### config.mk
export PLATFORM = sky130hd
export DESIGN_NAME = bwd_window_decoder
export DESIGN_NICKNAME = d
export VERILOG_FILES = /design/src/rtl/bwd_pkg.sv /design/src/rtl/bwd_split_if.sv /design/src/rtl/bwd_window_decoder.sv /design/src/rtl/bwd_addr_split.sv
export SDC_FILE = /design/constraint.sdc
export NUM_CORES = 1
export LEC_CHECK = 0
export ABC_AREA = 1
export BUFFER_PORTS_ARGS = -buffer_cell sky130_fd_sc_hd__buf_2
export CAP_MARGIN = 20
export CORE_AREA = 4 4 128 130
export CTS_CLUSTER_DIAMETER = 150
export DETAILED_ROUTE_END_ITERATION = 7
export DIE_AREA = 0 0 132 134
export PLACE_DENSITY = 0.84
export SYNTH_ARGS = -nofsm -noshare
export SYNTH_HDL_FRONTEND = slang
export SYNTH_SLANG_ARGS = --single-unit
### constraint.sdc
create_clock -name i_clk -period 9.5 [get_ports i_clk]
set_input_delay 1.9 -clock i_clk [delete_from_list [all_inputs] [get_ports i_clk]]
set_output_delay 1.9 -clock i_clk [all_outputs]
set_load 0.03 [all_outputs]
### src/rtl/bwd_pkg.sv
package bwd_pkg;

  // Host address and window geometry
  localparam int unsigned HOST_ADDR_W = 40;
  localparam int unsigned BASE_LSB    = 17;
  localparam int unsigned BASE_W      = 23;
  localparam int unsigned CH_LSB      = 15;
  localparam int unsigned CH_W        = 2;
  localparam int unsigned SLOT_LSB    = 11;
  localparam int unsigned SLOT_W      = 4;
  localparam int unsigned FUNC_LSB    = 8;
  localparam int unsigned FUNC_W      = 3;
  localparam int unsigned OFS_W       = 8;
  localparam int unsigned NUM_CH      = 4;
  localparam int unsigned NUM_SLOT    = 16;
  localparam int unsigned PRES_W      = NUM_CH * NUM_SLOT;

  // Window base reset: 0xFE00_0000 >> 17
  localparam logic [BASE_W-1:0] BASE_RESET = 23'h007f00;
  localparam logic [PRES_W-1:0] PRES_RESET = 64'h0;

  // Codes 0..7 are modules in the channel
  localparam logic [SLOT_W-1:0] MODULE_SLOT_MAX = 4'h7;

  // Fixed capability values
  localparam logic [7:0] CHANNEL_COUNT_VALUE  = 8'h04;
  localparam logic [7:0] MODULES_PER_CH_VALUE = 8'h04;

  // Configuration register byte offsets
  localparam logic [7:0] OFS_WINDOW_BASE_LO      = 8'h48;
  localparam logic [7:0] OFS_WINDOW_BASE_HI      = 8'h4c;
  localparam logic [7:0] OFS_CHANNEL_COUNT_LIMIT = 8'h56;
  localparam logic [7:0] OFS_MODULES_PER_CH_LIM  = 8'h57;
  localparam logic [7:0] OFS_PRESENCE_LO         = 8'h64;
  localparam logic [7:0] OFS_PRESENCE_HI         = 8'h68;

  // Field positions inside the dwords
  localparam int unsigned BASE_HI_W = 8;
  localparam int unsigned CH_COUNT_POS   = 8 * int'(OFS_CHANNEL_COUNT_LIMIT[1:0]);
  localparam int unsigned MOD_LIMIT_POS  = 8 * int'(OFS_MODULES_PER_CH_LIM[1:0]);

  function automatic logic [5:0] presence_index(input logic [CH_W-1:0]   ch,
                                                input logic [SLOT_W-1:0] slot);
    return {ch, slot};
  endfunction

  function automatic logic [5:0] dword_of(input logic [7:0] byte_addr);
    return byte_addr[7:2];
  endfunction

endpackage

### src/rtl/bwd_split_if.sv
`timescale 1ns/10ps
interface bwd_split_if;
  logic [bwd_pkg::HOST_ADDR_W-1:0] addr;
  logic [bwd_pkg::BASE_W-1:0]      base;
  logic                            hit;
  logic [bwd_pkg::CH_W-1:0]        channel;
  logic [bwd_pkg::SLOT_W-1:0]      slot;
  logic [bwd_pkg::FUNC_W-1:0]      func;
  logic [bwd_pkg::OFS_W-1:0]       offset;

  modport decoder (input addr, base, output hit, channel, slot, func, offset);
  modport user    (output addr, base, input hit, channel, slot, func, offset);
endinterface

### src/rtl/bwd_window_decoder.sv
// Behaviour
// - Channel count limit register reads fixed 04h, read-only.
// - Modules per channel limit register reads fixed 04h, read-only.
// - Module limit covers only slot select codes 0h through 7h.
// - Window decodes in 2 KB ranges, one buffer per range.
// - Window hits become channel commands, gated by presence.
// - In-range offset is function (upper 3 bits) and register offset (lower 8).
// - Window 0h-7FFFh is channel 0, sixteen 2 KB slots.
// - Window 8000h-FFFFh is channel 1, sixteen 2 KB slots.
// - Window 10000h-17FFFh is channel 2, sixteen 2 KB slots.
// - Window 18000h-1FFFFh is channel 3, sixteen 2 KB slots.
// - Writable window base holds bits 39:17, resets to 0xFE00_0000.
// - Slot with presence bit clear never gets a configuration command.
`timescale 1ns/10ps
module bwd_window_decoder (
  input  wire logic                              i_clk,
  input  wire logic                              i_reset,
  input  wire logic                              i_host_req,
  input  wire logic                              i_host_write,
  input  wire logic [bwd_pkg::HOST_ADDR_W-1:0]   i_host_addr,
  input  wire logic [31:0]                       i_host_wdata,
  input  wire logic                              i_cfg_rd,
  input  wire logic                              i_cfg_wr,
  input  wire logic [7:0]                        i_cfg_addr,
  input  wire logic [3:0]                        i_cfg_be,
  input  wire logic [31:0]                       i_cfg_wdata,
  output logic                                   o_host_claim,
  output logic                                   o_host_abort,
  output logic                                   o_cmd_valid,
  output logic                                   o_cmd_write,
  output logic [bwd_pkg::CH_W-1:0]               o_cmd_channel,
  output logic [bwd_pkg::SLOT_W-1:0]             o_cmd_slot,
  output logic [bwd_pkg::FUNC_W-1:0]             o_cmd_function,
  output logic [bwd_pkg::OFS_W-1:0]              o_cmd_offset,
  output logic [31:0]                            o_cmd_wdata,
  output logic                                   o_cmd_module_slot,
  output logic [31:0]                            o_cfg_rdata,
  output logic                                   o_cfg_rvalid
);

  logic [bwd_pkg::BASE_W-1:0]   base_ff;
  logic [bwd_pkg::PRES_W-1:0]   presence_ff;
  logic                         claim_ff;
  logic                         abort_ff;
  logic                         cmd_valid_ff;
  logic                         cmd_write_ff;
  logic [bwd_pkg::CH_W-1:0]     cmd_channel_ff;
  logic [bwd_pkg::SLOT_W-1:0]   cmd_slot_ff;
  logic [bwd_pkg::FUNC_W-1:0]   cmd_function_ff;
  logic [bwd_pkg::OFS_W-1:0]    cmd_offset_ff;
  logic [31:0]                  cmd_wdata_ff;
  logic                         cmd_module_slot_ff;
  logic [31:0]                  cfg_rdata_ff;
  logic                         cfg_rvalid_ff;
  logic [31:0]                  nxt_cfg_rdata;
  logic                         slot_present;
  logic                         take_hit;
  logic [5:0]                   cfg_dword;

  bwd_split_if sp ();

  assign sp.addr = i_host_addr;
  assign sp.base = base_ff;

  bwd_addr_split u_split (
    .sp (sp)
  );

  assign cfg_dword    = bwd_pkg::dword_of(i_cfg_addr);
  assign slot_present = presence_ff[bwd_pkg::presence_index(sp.channel, sp.slot)];
  assign take_hit     = i_host_req & sp.hit;

  // Window base register; a relocation takes effect on the next request
  always_ff @(posedge i_clk or posedge i_reset) begin
    if (i_reset) begin
      base_ff <= bwd_pkg::BASE_RESET;
    end else if (i_cfg_wr) begin
      if (cfg_dword == bwd_pkg::dword_of(bwd_pkg::OFS_WINDOW_BASE_LO)) begin
        if (i_cfg_be[2]) begin
          base_ff[6:0] <= i_cfg_wdata[23:17];
        end
        if (i_cfg_be[3]) begin
          base_ff[14:7] <= i_cfg_wdata[31:24];
        end
      end else if (cfg_dword == bwd_pkg::dword_of(bwd_pkg::OFS_WINDOW_BASE_HI)) begin
        if (i_cfg_be[0]) begin
          base_ff[22:15] <= i_cfg_wdata[7:0];
        end
      end
    end
  end

  // Presence mask, bit {channel, slot}; cleared at reset so nothing is sent unprogrammed
  always_ff @(posedge i_clk or posedge i_reset) begin
    if (i_reset) begin
      presence_ff <= bwd_pkg::PRES_RESET;
    end else if (i_cfg_wr) begin
      for (int b = 0; b < 4; b++) begin
        if (i_cfg_be[b] && cfg_dword == bwd_pkg::dword_of(bwd_pkg::OFS_PRESENCE_LO)) begin
          presence_ff[8*b +: 8] <= i_cfg_wdata[8*b +: 8];
        end
        if (i_cfg_be[b] && cfg_dword == bwd_pkg::dword_of(bwd_pkg::OFS_PRESENCE_HI)) begin
          presence_ff[32 + 8*b +: 8] <= i_cfg_wdata[8*b +: 8];
        end
      end
    end
  end

  // Host side: claim any window hit, issue only to present slots
  always_ff @(posedge i_clk or posedge i_reset) begin
    if (i_reset) begin
      claim_ff     <= 1'b0;
      abort_ff     <= 1'b0;
      cmd_valid_ff <= 1'b0;
    end else begin
      claim_ff     <= take_hit;
      cmd_valid_ff <= take_hit & slot_present;
      abort_ff     <= take_hit & ~slot_present;
    end
  end

  // Command fields hold between hits so the channel side sees stable values
  always_ff @(posedge i_clk or posedge i_reset) begin
    if (i_reset) begin
      cmd_write_ff       <= 1'b0;
      cmd_channel_ff     <= '0;
      cmd_slot_ff        <= '0;
      cmd_function_ff    <= '0;
      cmd_offset_ff      <= '0;
      cmd_wdata_ff       <= '0;
      cmd_module_slot_ff <= 1'b0;
    end else if (take_hit) begin
      cmd_write_ff       <= i_host_write;
      cmd_channel_ff     <= sp.channel;
      cmd_slot_ff        <= sp.slot;
      cmd_function_ff    <= sp.func;
      cmd_offset_ff      <= sp.offset;
      cmd_wdata_ff       <= i_host_wdata;
      cmd_module_slot_ff <= (sp.slot <= bwd_pkg::MODULE_SLOT_MAX);
    end
  end

  // Read mux; unmapped dwords read as zero, writes to read-only fields are dropped
  always_comb begin
    nxt_cfg_rdata = 32'h0;
    if (cfg_dword == bwd_pkg::dword_of(bwd_pkg::OFS_WINDOW_BASE_LO)) begin
      nxt_cfg_rdata = {base_ff[14:0], 17'h0};
    end else if (cfg_dword == bwd_pkg::dword_of(bwd_pkg::OFS_WINDOW_BASE_HI)) begin
      nxt_cfg_rdata = {24'h0, base_ff[22:15]};
    end else if (cfg_dword == bwd_pkg::dword_of(bwd_pkg::OFS_CHANNEL_COUNT_LIMIT)) begin
      nxt_cfg_rdata[bwd_pkg::CH_COUNT_POS +: 8]  = bwd_pkg::CHANNEL_COUNT_VALUE;
      nxt_cfg_rdata[bwd_pkg::MOD_LIMIT_POS +: 8] = bwd_pkg::MODULES_PER_CH_VALUE;
    end else if (cfg_dword == bwd_pkg::dword_of(bwd_pkg::OFS_PRESENCE_LO)) begin
      nxt_cfg_rdata = presence_ff[31:0];
    end else if (cfg_dword == bwd_pkg::dword_of(bwd_pkg::OFS_PRESENCE_HI)) begin
      nxt_cfg_rdata = presence_ff[63:32];
    end
  end

  always_ff @(posedge i_clk or posedge i_reset) begin
    if (i_reset) begin
      cfg_rdata_ff  <= 32'h0;
      cfg_rvalid_ff <= 1'b0;
    end else begin
      cfg_rvalid_ff <= i_cfg_rd;
      if (i_cfg_rd) begin
        cfg_rdata_ff <= nxt_cfg_rdata;
      end
    end
  end

  assign o_host_claim      = claim_ff;
  assign o_host_abort      = abort_ff;
  assign o_cmd_valid       = cmd_valid_ff;
  assign o_cmd_write       = cmd_write_ff;
  assign o_cmd_channel     = cmd_channel_ff;
  assign o_cmd_slot        = cmd_slot_ff;
  assign o_cmd_function    = cmd_function_ff;
  assign o_cmd_offset      = cmd_offset_ff;
  assign o_cmd_wdata       = cmd_wdata_ff;
  assign o_cmd_module_slot = cmd_module_slot_ff;
  assign o_cfg_rdata       = cfg_rdata_ff;
  assign o_cfg_rvalid      = cfg_rvalid_ff;

  AST_CH_COUNT_READ: assert property (@(posedge i_clk) disable iff (i_reset)
    i_cfg_rd && i_cfg_addr[7:2] == 6'h15 |=> o_cfg_rvalid && o_cfg_rdata[23:16] == 8'h04)
    else $error("channel count limit did not read 04h");

  AST_MOD_LIMIT_READ: assert property (@(posedge i_clk) disable iff (i_reset)
    i_cfg_wr && i_cfg_addr[7:2] == 6'h15 ##2 i_cfg_rd && i_cfg_addr[7:2] == 6'h15
    |=> o_cfg_rdata[31:24] == 8'h04)
    else $error("modules per channel limit changed or misread");

  AST_MODULE_SLOT: assert property (@(posedge i_clk) disable iff (i_reset)
    i_host_req && i_host_addr[39:17] == base_ff
    |=> o_cmd_module_slot == ($past(i_host_addr[14]) == 1'b0))
    else $error("module slot flag wrong for slot code");

  AST_CMD_NEEDS_PRESENT: assert property (@(posedge i_clk) disable iff (i_reset)
    o_cmd_valid |-> o_host_claim && !o_host_abort && $past(slot_present))
    else $error("command issued without a present slot");

  AST_FUNC_OFFSET: assert property (@(posedge i_clk) disable iff (i_reset)
    i_host_req && i_host_addr[39:17] == base_ff
    |=> {o_cmd_function, o_cmd_offset} == $past(i_host_addr[10:0]))
    else $error("function and offset not taken from low 11 bits");

  AST_CHANNEL0: assert property (@(posedge i_clk) disable iff (i_reset)
    i_host_req && i_host_addr[39:17] == base_ff && i_host_addr[16:0] <= 17'h07fff
    |=> o_host_claim && o_cmd_channel == 2'd0 && o_cmd_slot == $past(i_host_addr[14:11]))
    else $error("channel 0 window range misdecoded");

  AST_CHANNEL1: assert property (@(posedge i_clk) disable iff (i_reset)
    i_host_req && i_host_addr[39:17] == base_ff && i_host_addr[16:0] >= 17'h08000
    && i_host_addr[16:0] <= 17'h0ffff
    |=> o_host_claim && o_cmd_channel == 2'd1 && o_cmd_slot == $past(i_host_addr[14:11]))
    else $error("channel 1 window range misdecoded");

  AST_CHANNEL2: assert property (@(posedge i_clk) disable iff (i_reset)
    i_host_req && i_host_addr[39:17] == base_ff && i_host_addr[16:0] >= 17'h10000
    && i_host_addr[16:0] <= 17'h17fff
    |=> o_cmd_channel == 2'd2 && o_cmd_slot == $past(i_host_addr[14:11]))
    else $error("channel 2 window range misdecoded");

  AST_CHANNEL3: assert property (@(posedge i_clk) disable iff (i_reset)
    i_host_req && i_host_addr[39:17] == base_ff && i_host_addr[16:0] >= 17'h18000
    |=> o_cmd_channel == 2'd3 && o_cmd_slot == $past(i_host_addr[14:11]))
    else $error("channel 3 window range misdecoded");

  AST_BASE_WRITE: assert property (@(posedge i_clk) disable iff (i_reset)
    i_cfg_wr && i_cfg_addr[7:2] == 6'h12 && i_cfg_be == 4'hf
    |=> base_ff[14:0] == $past(i_cfg_wdata[31:17]))
    else $error("window base low bits not written");

  AST_ABSENT_NO_CMD: assert property (@(posedge i_clk) disable iff (i_reset)
    i_host_req && i_host_addr[39:17] == base_ff && !slot_present
    |=> !o_cmd_valid && o_host_abort ##1 !o_cmd_valid || $past(i_host_req))
    else $error("command sent to slot with presence clear");

  AST_NO_CLAIM_OUTSIDE: assert property (@(posedge i_clk) disable iff (i_reset)
    !(i_host_req && i_host_addr[39:17] == base_ff) |=> !o_host_claim && !o_cmd_valid)
    else $error("access outside window was claimed");

endmodule // bwd_window_decoder

### src/rtl/bwd_addr_split.sv
`timescale 1ns/10ps
module bwd_addr_split (
  bwd_split_if.decoder sp
);
  // Window claims only its own 128 KB; base compare is on bits 39:17
  assign sp.hit     = (sp.addr[bwd_pkg::HOST_ADDR_W-1:bwd_pkg::BASE_LSB] == sp.base);
  // Four 32 KB channel quarters, sixteen 2 KB slots in each
  assign sp.channel = sp.addr[bwd_pkg::CH_LSB +: bwd_pkg::CH_W];
  assign sp.slot    = sp.addr[bwd_pkg::SLOT_LSB +: bwd_pkg::SLOT_W];
  assign sp.func    = sp.addr[bwd_pkg::FUNC_LSB +: bwd_pkg::FUNC_W];
  assign sp.offset  = sp.addr[bwd_pkg::OFS_W-1:0];
endmodule // bwd_addr_split

**Word level (Yosys, flattened, before mapping)**

Index checks and enable logic that the tools add are counted.

- Logic and storage cells: 63
- Register bits: 174
- Output and inout port bits: 87

- Magnitude comparators: 2
- Multiplexer cells: 8
- Bitwise gates (word level): 5
- Reductions and logical operators: 19
- Eq/ne operators: 6

Operators by type and width:

| kind | number |
|---|---|
| $mux W32 | 4 |
| $mux W16 | 2 |
| $eq A6 B5 Y1 const B | 5 |
| $eq A23 B23 Y1 | 1 |
| $reduce_and A2 Y1 | 8 |
| $logic_and A1 B1 Y1 | 8 |
| $lt A6 B7 Y1 const B | 1 |
| $bmux W1 S6 | 1 |
| $reduce_and A3 Y1 | 2 |
| $le A4 B3 Y1 const B | 1 |
| $reduce_and A4 Y1 | 1 |
| $and A1 B1 Y1 | 3 |
| $not A1 Y1 | 2 |
| $mux W1 | 1 |

**Longest topological paths before layout**

Gate-level depths: netlist (run 1).

- Depth after elaboration: 6
- Depth in mapped cells: 12
- Mapped depth without buffers: 10

**Cells and area by module**

A second synthesis (run 1) with hierarchy kept.

- Cells, all modules: 1,019
- Area, all modules: 8,216.6 sq um

Modules (own cells, without submodules):

| module | cells an instance | area each (sq um) | sequential area each (sq um) | instances |
|---|---|---|---|---|
| bwd_window_decoder | 907 | 7,683.6 | 4,362.9 | 1 |
| bwd_addr_split | 112 | 533.0 | 0.0 | 1 |

**Least setup slack after synthesis (run 1)**

Ideal clock, no wire load.

- Kind: input-to-reg
- Start point: input i_host_addr[35] in the netlist's numbering
- End point: register cmd_wdata_ff[0], in the netlist o_cmd_wdata[0]
- Required time: 9.383 ns
- Setup time: 0.117 ns
- Arrival: 2.839 ns
- Stages on the path: 8
- Buffers on the path: 2
- Setup slack: 6.544 ns
- Cell sequence: xor2_1 -> nand3b_1 -> nor3_2 -> nand3_2 -> buf_6 -> buf_6 -> nand2_1 -> nand2_1

- Word-level cells in the longest chain between the ends: 2

RTL lines:

| what | RTL line | RTL |
|---|---|---|
| start, declared | bwd_window_decoder.sv:20 | `input wire logic [bwd_pkg::HOST_ADDR_W-1:0] i_host_addr,` |
| $eq A23 B23 Y1 | bwd_addr_split.sv:6 | `assign sp.hit = (sp.addr[bwd_pkg::HOST_ADDR_W-1:bwd_pkg::BASE_LSB] == sp.base);` |
| $and A1 B1 Y1 | bwd_window_decoder.sv:71 | `assign take_hit = i_host_req & sp.hit;` |
| end signal, assigned | bwd_window_decoder.sv:138 | `cmd_wdata_ff <= i_host_wdata;` |
| end, declared | bwd_window_decoder.sv:51 | `logic [31:0] cmd_wdata_ff;` |

Every way passes these cells.
A chain may end at the register's enable or synchronous reset.

**Worst setup path after layout (run 1)**

- Start point: input i_host_addr[11] in the netlist's numbering
- End point: register abort_ff, in the netlist o_host_abort

- Word-level cells in the longest chain between the ends: 4

RTL lines:

| what | RTL line | RTL |
|---|---|---|
| $bmux W1 S6 | bwd_window_decoder.sv:70 | `assign slot_present = presence_ff[bwd_pkg::presence_index(sp.channel, sp.slot)];` |
| $mux W1 (implied by the code) | bwd_window_decoder.sv:70 |  |
| $not A1 Y1 | bwd_window_decoder.sv:118 | `abort_ff <= take_hit & ~slot_present;` |
| $and A1 B1 Y1 | bwd_window_decoder.sv:118 |  |
| end signal, assigned | bwd_window_decoder.sv:118 |  |
| end, declared | bwd_window_decoder.sv:44 | `logic abort_ff;` |

Every way passes these cells. The select of a mux whose other input is x is not followed.

==> impl_metrics.json, run 1 <==
{
  "grt_first_pass_wirelength_microns": 37430,
  "clk_pin_slew_ns": 0.07,
  "max_stage_delay_ns": 0.67,
  "power_density_mw_per_mm2": 167.4,
  "first_pass_iters": 5,
  "fin_crit_ns": 3.718,
  "maxSlewViolCount": 0,
  "drc_errors": 0,
  "ys_warn_count": 0,
  "synth-async-reset-ratio_pct": 100.0,
  "post-route-period-util_pct": 39.14,
  "synth_flop_cell": "dfrtp_1",
  "crit_chain": "buf_2, inv_1, nand2_1, nand3_1, nand3_1, nand2_1, nand2_1, nand3_1, nand3_1, nand2_1, nor2_1",
  "fmax_mhz": 268.9,
  "hpwl_microns": 16660,
  "cp_slowest_cell": "inv_1",
  "crit_path_max_fanout": 35,
  "synth-edff-count": 0,
  "max-slew-margin-rel_pct": 31.74,
  "vdd_drop_max_mv": 0.1262,
  "antenna_found_initial": 0,
  "grt_overflow": 0,
  "dr_total_vias": 7670,
  "multi_input_area_sq_mm": 0.003226,
  "hold_violations": 0,
  "seq_area_sq_mm": 0.004363,
  "ctsHtreeMaxLevel": 4,
  "n_antenna_cell": 0,
  "cts_buffers": 17,
  "cts_tree": "built",
  "p_leak_nw": 5.468,
  "grt_max_degree": 97,
  "synth_top_area_share_pct": 51.02,
  "post_drt_wl_per_cell_microns": 16.34,
  "io_buffers": 206,
  "final_cells": 1448,
  "syn_nets": 1185,
  "synth_area_leader_cell": "dfrtp_1",
  "cts_setup_buffers": 0,
  "arrival_ns": 4.08,
  "whs_path_depth": 2,
  "rr_startpoint": "base_ff[13]$_DFFE_PP1P_",
  "ios": 209,
  "cts_buffer_depth": 2,
  "synth_cells": 1063,
  "reg2reg_to": "o_cmd_wdata[12]$_DFFE_PP0P_",
  "setup_ws_ns": 5.782,
  "post-route-util_pct": 64.85,
  "p_clk_share_pct": 40.9,
  "die_area_sq_mm": 0.01769,
  "syn_area_per_cell_sq_um": 7.706,
  "cts_hold_buf": 0,
  "drive_gt1_share_pct": 21.43,
  "crit_path_start_kind": "primary input",
  "p_comb_share_pct": 9.9,
  "grt_pass1_vias": 7424,
  "clock_sinks": 174,
  "core_sq_mm": 0.01515,
  "fillers": 1305,
  "dp_worst_setup_slack_ns": 5.400,
  "synth.area.top_cells": "dfrtp_1 51%, nand2_1 22%, o21ai_0 5.7%, inv_1 4.0%, nand3_1 4.0%",
  "track_usage_pct": 26.85,
  "r2r_slack_ns": 6.94,
  "initial_core_util_pct": 54.09,
  "die_h_microns": 134,
  "cts_resized": 0,
  "power_frac_seq_pct": 49.2,
  "netlist_area_sq_mm": 0.008192,
  "maxCapViolations": 0,
  "drtAntennaViolNets": 0,
  "fin_nets": 1369,
  "power.internal_mw": 1.184,
  "worst_pin_slew_ns": 1.023,
  "p_sw_uw": 460.0,
  "synth.distinct_cells": 30,
  "hold_path_class": "reg -> reg",
  "areaGrowthSynthToFinish_pct": 19.90,
  "die_w_microns": 132,
  "root_buffer": "clkbuf_16",
  "sw_frac_of_total_pct": 27.98,
  "rsz0062_at_grt": "false",
  "routed_via_density": 5.297,
  "dr.first_iter.drc_count": 647,
  "end_kind": "register",
  "min_to": "o_cfg_rdata[10]$_DFFE_PP0P_",
  "ys_seq_elements": 174,
  "clk_latency_ns": 0.44,
  "place_inst": 1416,
  "setup_viol_count_final": 0,
  "min-delay-start": "o_cfg_rdata[10]$_DFFE_PP0P_",
  "synth_commonest_cells": "477 x nand2_1, 167 x dfrtp_1, 94 x o21ai_0, 88 x inv_1, 66 x nand3_1",
  "r2r_cells": 11,
  "status": "complete, no violations",
  "yosys.cell_count.top_type": "nand2_1",
  "tns_ns": 0,
  "crit_type": "in -> reg",
  "yosysSeqAreaShare_pct": 53.26,
  "power_mw": 1.644,
  "critical_path_required_ns": 9.86,
  "num_rows": 45,
  "globalplace.congestion": 0.9154,
  "skew_ns": 0.006299,
  "wl_microns": 23660
}
==> metrics by stage <==
step / area (sq um) / hold WS (ns)
final: 9822 / 0.4731
after CTS: 9822 / 0.4790
after detailed placement: 9246 / 0.4599
after global routing: 9822 / 0.4891
after global placement: 9246 / 0.4572
after floorplan: 8192 / 0.4530
==> critical path: cells and delay by family <==
| family | cells | cell delay [ns] |
|---|---|---|
| buf+inv | 2 | 1.20 |
| simple gates | 9 | 0.96 |
==> power groups by stage <==
stage	clock network (mW)	registers, mW	logic, mW
finish	0.673	0.808	0.163
CTS	0.679	0.807	0.163
detailed placement	0	0.820	0.161
global placement	0	0.819	0.157
floorplan	0	0.821	0.0932
global route	0.709	0.812	0.185
==> per-layer routing <==
layer	share of wire, %	vias up	GRT usage [%]	wire (microns)
li1	-	3715	-	-
met1	40	3528	33.90	9575
met2	48	371	45.21	11440
met3	8.0	56	5.439	1899
met4	3.2	0	11.67	747
met5	0	-	0	0
==> how the worst max path moves through the flow <==
stage | startpoint | to | slack [ns] | cells past startpoint
finish | i_host_addr[11] | o_host_abort$_DFF_PP0_ | 5.78 | 11
global route | i_host_addr[11] | o_host_abort$_DFF_PP0_ | 5.61 | 11
CTS | i_host_addr[11] | o_host_abort$_DFF_PP0_ | 5.82 | 11
detailed placement | i_host_addr[11] | o_host_abort$_DFF_PP0_ | 5.40 | 11
global placement | i_host_addr[11] | o_host_abort$_DFF_PP0_ | 5.46 | 11
floorplan | i_reset | base_ff[0]$_DFFE_PP0P_ | 2.89 | 1
==> cell families (layout without fill, tap and decap cells) <==
group	count (synthesis)	in the layout	share of synthesized area, %
compound gates	138	138	9.012
xor+xnor	6	6	0.6415
buf+inv	139	336	7.362
flops	174	174	53.26
simple gates	606	606	29.72
==> registers in the layout, indices dropped and copies added, names as in the netlist, 2 cells and up <==
signal          cells
base_ff            23
o_cfg_rdata        32
o_cmd_slot          4
o_cmd_function      3
presence_ff        64
o_cmd_offset        8
o_cmd_channel       2
o_cmd_wdata        32
==> layout make-up <==
type                            instances  share of cell area, %
Sequential cell                       174                  44.42
Clock buffer                           17                  4.331
Timing Repair Buffer                  211                  10.88
Clock inverter                         15                  1.529
Tap cell                              188                  2.395
Multi-Input combinational cell        750                  32.84
Inverter                               93                  3.605
==> layout by cell type, fill, tap and decap left out, types with 5 or more instances in the layout <==
| cell | synthesis | routed |
|---|---|---|
| xor2_1 | 5 | 5 |
| a22o_1 | 7 | 7 |
| nand2_1 | 477 | 477 |
| nand4_1 | 10 | 10 |
| o21ai_0 | 94 | 94 |
| a31oi_1 | 13 | 13 |
| inv_8 | 0 | 6 |
| a21oi_1 | 15 | 15 |
| buf_2 | 17 | 206 |
| clkbuf_16 | 0 | 17 |
| o21ai_1 | 7 | 7 |
| nand3_1 | 66 | 66 |
| nor2_1 | 37 | 37 |
| inv_1 | 88 | 87 |
| nand2_2 | 5 | 5 |
| dfstp_2 | 7 | 7 |
| dfrtp_1 | 167 | 167 |
| buf_4 | 6 | 5 |
Power figures use the tool's default switching activity.
==> run 2: changes to the inputs <==
--- a/config.mk
+++ b/config.mk
@@ -8,11 +8,11 @@
 export ABC_AREA = 1
 export BUFFER_PORTS_ARGS = -buffer_cell sky130_fd_sc_hd__buf_2
 export CAP_MARGIN = 20
-export CORE_AREA = 4 4 128 130
+export CORE_AREA = 4 4 136 138
 export CTS_CLUSTER_DIAMETER = 150
 export DETAILED_ROUTE_END_ITERATION = 7
-export DIE_AREA = 0 0 132 134
-export PLACE_DENSITY = 0.84
+export DIE_AREA = 0 0 140 142
+export PLACE_DENSITY = 0.78
 export SYNTH_ARGS = -nofsm -noshare
 export SYNTH_HDL_FRONTEND = slang
 export SYNTH_SLANG_ARGS = --single-unit
==> constraint.sdc (replaced) <==
create_clock -name i_clk -period 3.4 [get_ports i_clk]
set_input_delay 0.68 -clock i_clk [delete_from_list [all_inputs] [get_ports i_clk]]
set_output_delay 0.68 -clock i_clk [all_outputs]
set_load 0.03 [all_outputs]
==> impl_metrics.json, run 2 (synthesis gave the netlist of run 1 again) <==
{
  "drive_gt1_share_pct": 21.74,
  "setup_ws_ns": 1.253,
  "largest_reg_flops": 64,
  "max-slew-margin-rel_pct": 52.96,
  "ctsHtreeMaxLevel": 4,
  "grt_first_pass_wirelength_microns": 37790,
  "crit_path_max_fanout": 45,
  "end_kind": "register",
  "clk_latency_ns": 0.43,
  "power.internal_mw": 3.358,
  "status": "complete, no violations",
  "globalplace.congestion": 0.9357,
  "cts_hold_buf": 0,
  "hpwl_microns": 16890,
  "routed_via_density": 5.160,
  "cts_buffers": 17,
  "first_pass_iters": 8,
  "io_buffers": 206,
  "cts_resized": 0,
  "critical_path_required_ns": 3.76,
  "crit_path_start_kind": "register",
  "p_leak_nw": 5.504,
  "r2r_slack_ns": 1.25,
  "cts_tree": "built",
  "fin_nets": 1374,
  "fmax_mhz": 465.9,
  "maxSlewViolCount": 0,
  "grt_max_degree": 96,
  "cts_setup_buffers": 0,
  "antenna_found_initial": 0,
  "die_area_sq_mm": 0.01988,
  "rr_startpoint": "base_ff[10]$_DFFE_PP1P_",
  "final_cell_mix": "477 x nand2_1, 206 x buf_2, 167 x dfrtp_1",
  "dr_total_vias": 7689,
  "die_h_microns": 142,
  "tns_ns": 0,
  "areaGrowthSynthToFinish_pct": 21.03,
  "r2r_cells": 10,
  "reg2reg_to": "o_cmd_wdata[10]$_DFFE_PP0P_",
  "crit_type": "reg -> reg",
  "num_rows": 48,
  "ios": 209,
  "cts_buffer_depth": 2,
  "rsz0062_at_grt": "false",
  "layout_commonest_cell": "nand2_1",
  "maxCapViolations": 0,
  "skew_ns": 0.009800,
  "p_clk_share_pct": 40.8,
  "power_density_mw_per_mm2": 462.8,
  "grt_pass1_vias": 7508,
  "crit_path_start": "base_ff[10]$_DFFE_PP1P_",
  "drc_errors": 0,
  "dr.first_iter.drc_count": 679,
  "fin_crit_ns": 2.147,
  "worst_pin_slew_ns": 0.7045,
  "clk_pin_slew_ns": 0.06,
  "clock_sinks": 174,
  "vdd_drop_max_mv": 0.3568,
  "hold_violations": 0,
  "regMostFlops": "presence_ff",
  "post_drt_wl_per_cell_microns": 15.82,
  "wl_microns": 23570,
  "n_antenna_cell": 0,
  "core_sq_mm": 0.01718,
  "die_w_microns": 140,
  "root_buffer": "clkbuf_16",
  "p_sw_mw": 1.230,
  "setup_viol_count_final": 0,
  "arrival_ns": 2.50,
  "post-route-period-util_pct": 63.13,
  "dp_worst_setup_slack_ns": 0.8594,
  "grt_overflow": 0,
  "p_comb_share_pct": 10.1,
  "power_frac_seq_pct": 49.2,
  "initial_core_util_pct": 47.69,
  "track_usage_pct": 23.97,
  "drtAntennaViolNets": 0,
  "sw_frac_of_total_pct": 26.80,
  "hold_path_class": "in -> async"
}
[run 2: power groups by stage]
stage          combinational (mW)  clock (mW)  sequential [mW]
5_1_grt                     0.524        1.98             2.27
3_3_place_gp                0.450           0             2.29
2_1_floorplan               0.261           0             2.29
6_report                    0.462        1.87             2.26
4_1_cts                     0.464        1.89             2.25
3_5_place_dp                0.460           0             2.29
[run 2: layout make-up]
| cell class | count | area, sq um |
|---|---|---|
| clock inverters | 15 | 135.1 |
| well taps | 225 | 281.5 |
| repair buffers | 216 | 1131 |
| flip-flops and latches | 174 | 4363 |
| multi-input cells | 750 | 3226 |
| inverters | 93 | 352.8 |
| clock buffers | 17 | 425.4 |
| fillers | 1600 | 7262 |
[run 2: critical path, stage by stage (launching register included)]
cell and delay (ns):
dfstp_2 0.57, inv_1 0.05, nand2_1 0.07, nand2_1 0.06, nor2_1 0.11, nand4_1 0.10, nor2_1 0.12, nand3_2 0.13
inv_2 0.54, nand2_1 0.20, nand2_1 0.12
[run 2: routing by layer]
metal | vias up | global-route usage [%] | part of all wire, %
met5 | - | 0 | 0
met4 | 0 | 10.40 | 2.9
met3 | 46 | 4.637 | 7.5
met2 | 360 | 39.43 | 47
met1 | 3568 | 31.27 | 42
li1 | 3715 | - | -
[run 2: stage by stage]
stage,util (%),instances,hold slack (ns),power (mW),instance area (sq um)
after floorplan,-,1063,0.4530,2.555,8195
after global placement,54.46,1458,0.4569,2.737,9354
after detailed placement,54.46,1458,0.4620,2.751,9354
after CTS,57.72,1490,0.1550,4.609,9915
after global routing,57.72,1490,0.1651,4.776,9915
final,57.72,1490,0.1667,4.588,9915
[run 2: worst max-delay path by stage]
stage / end / depth (start not counted)
2_1_floorplan: base_ff[0]$_DFFE_PP0P_ / 1
5_1_grt: o_cmd_wdata[10]$_DFFE_PP0P_ / 10
3_5_place_dp: base_ff[13]$_DFFE_PP1P_ / 8
3_3_place_gp: base_ff[10]$_DFFE_PP1P_ / 8
4_1_cts: o_cmd_wdata[10]$_DFFE_PP0P_ / 10
6_report: o_cmd_wdata[10]$_DFFE_PP0P_ / 10
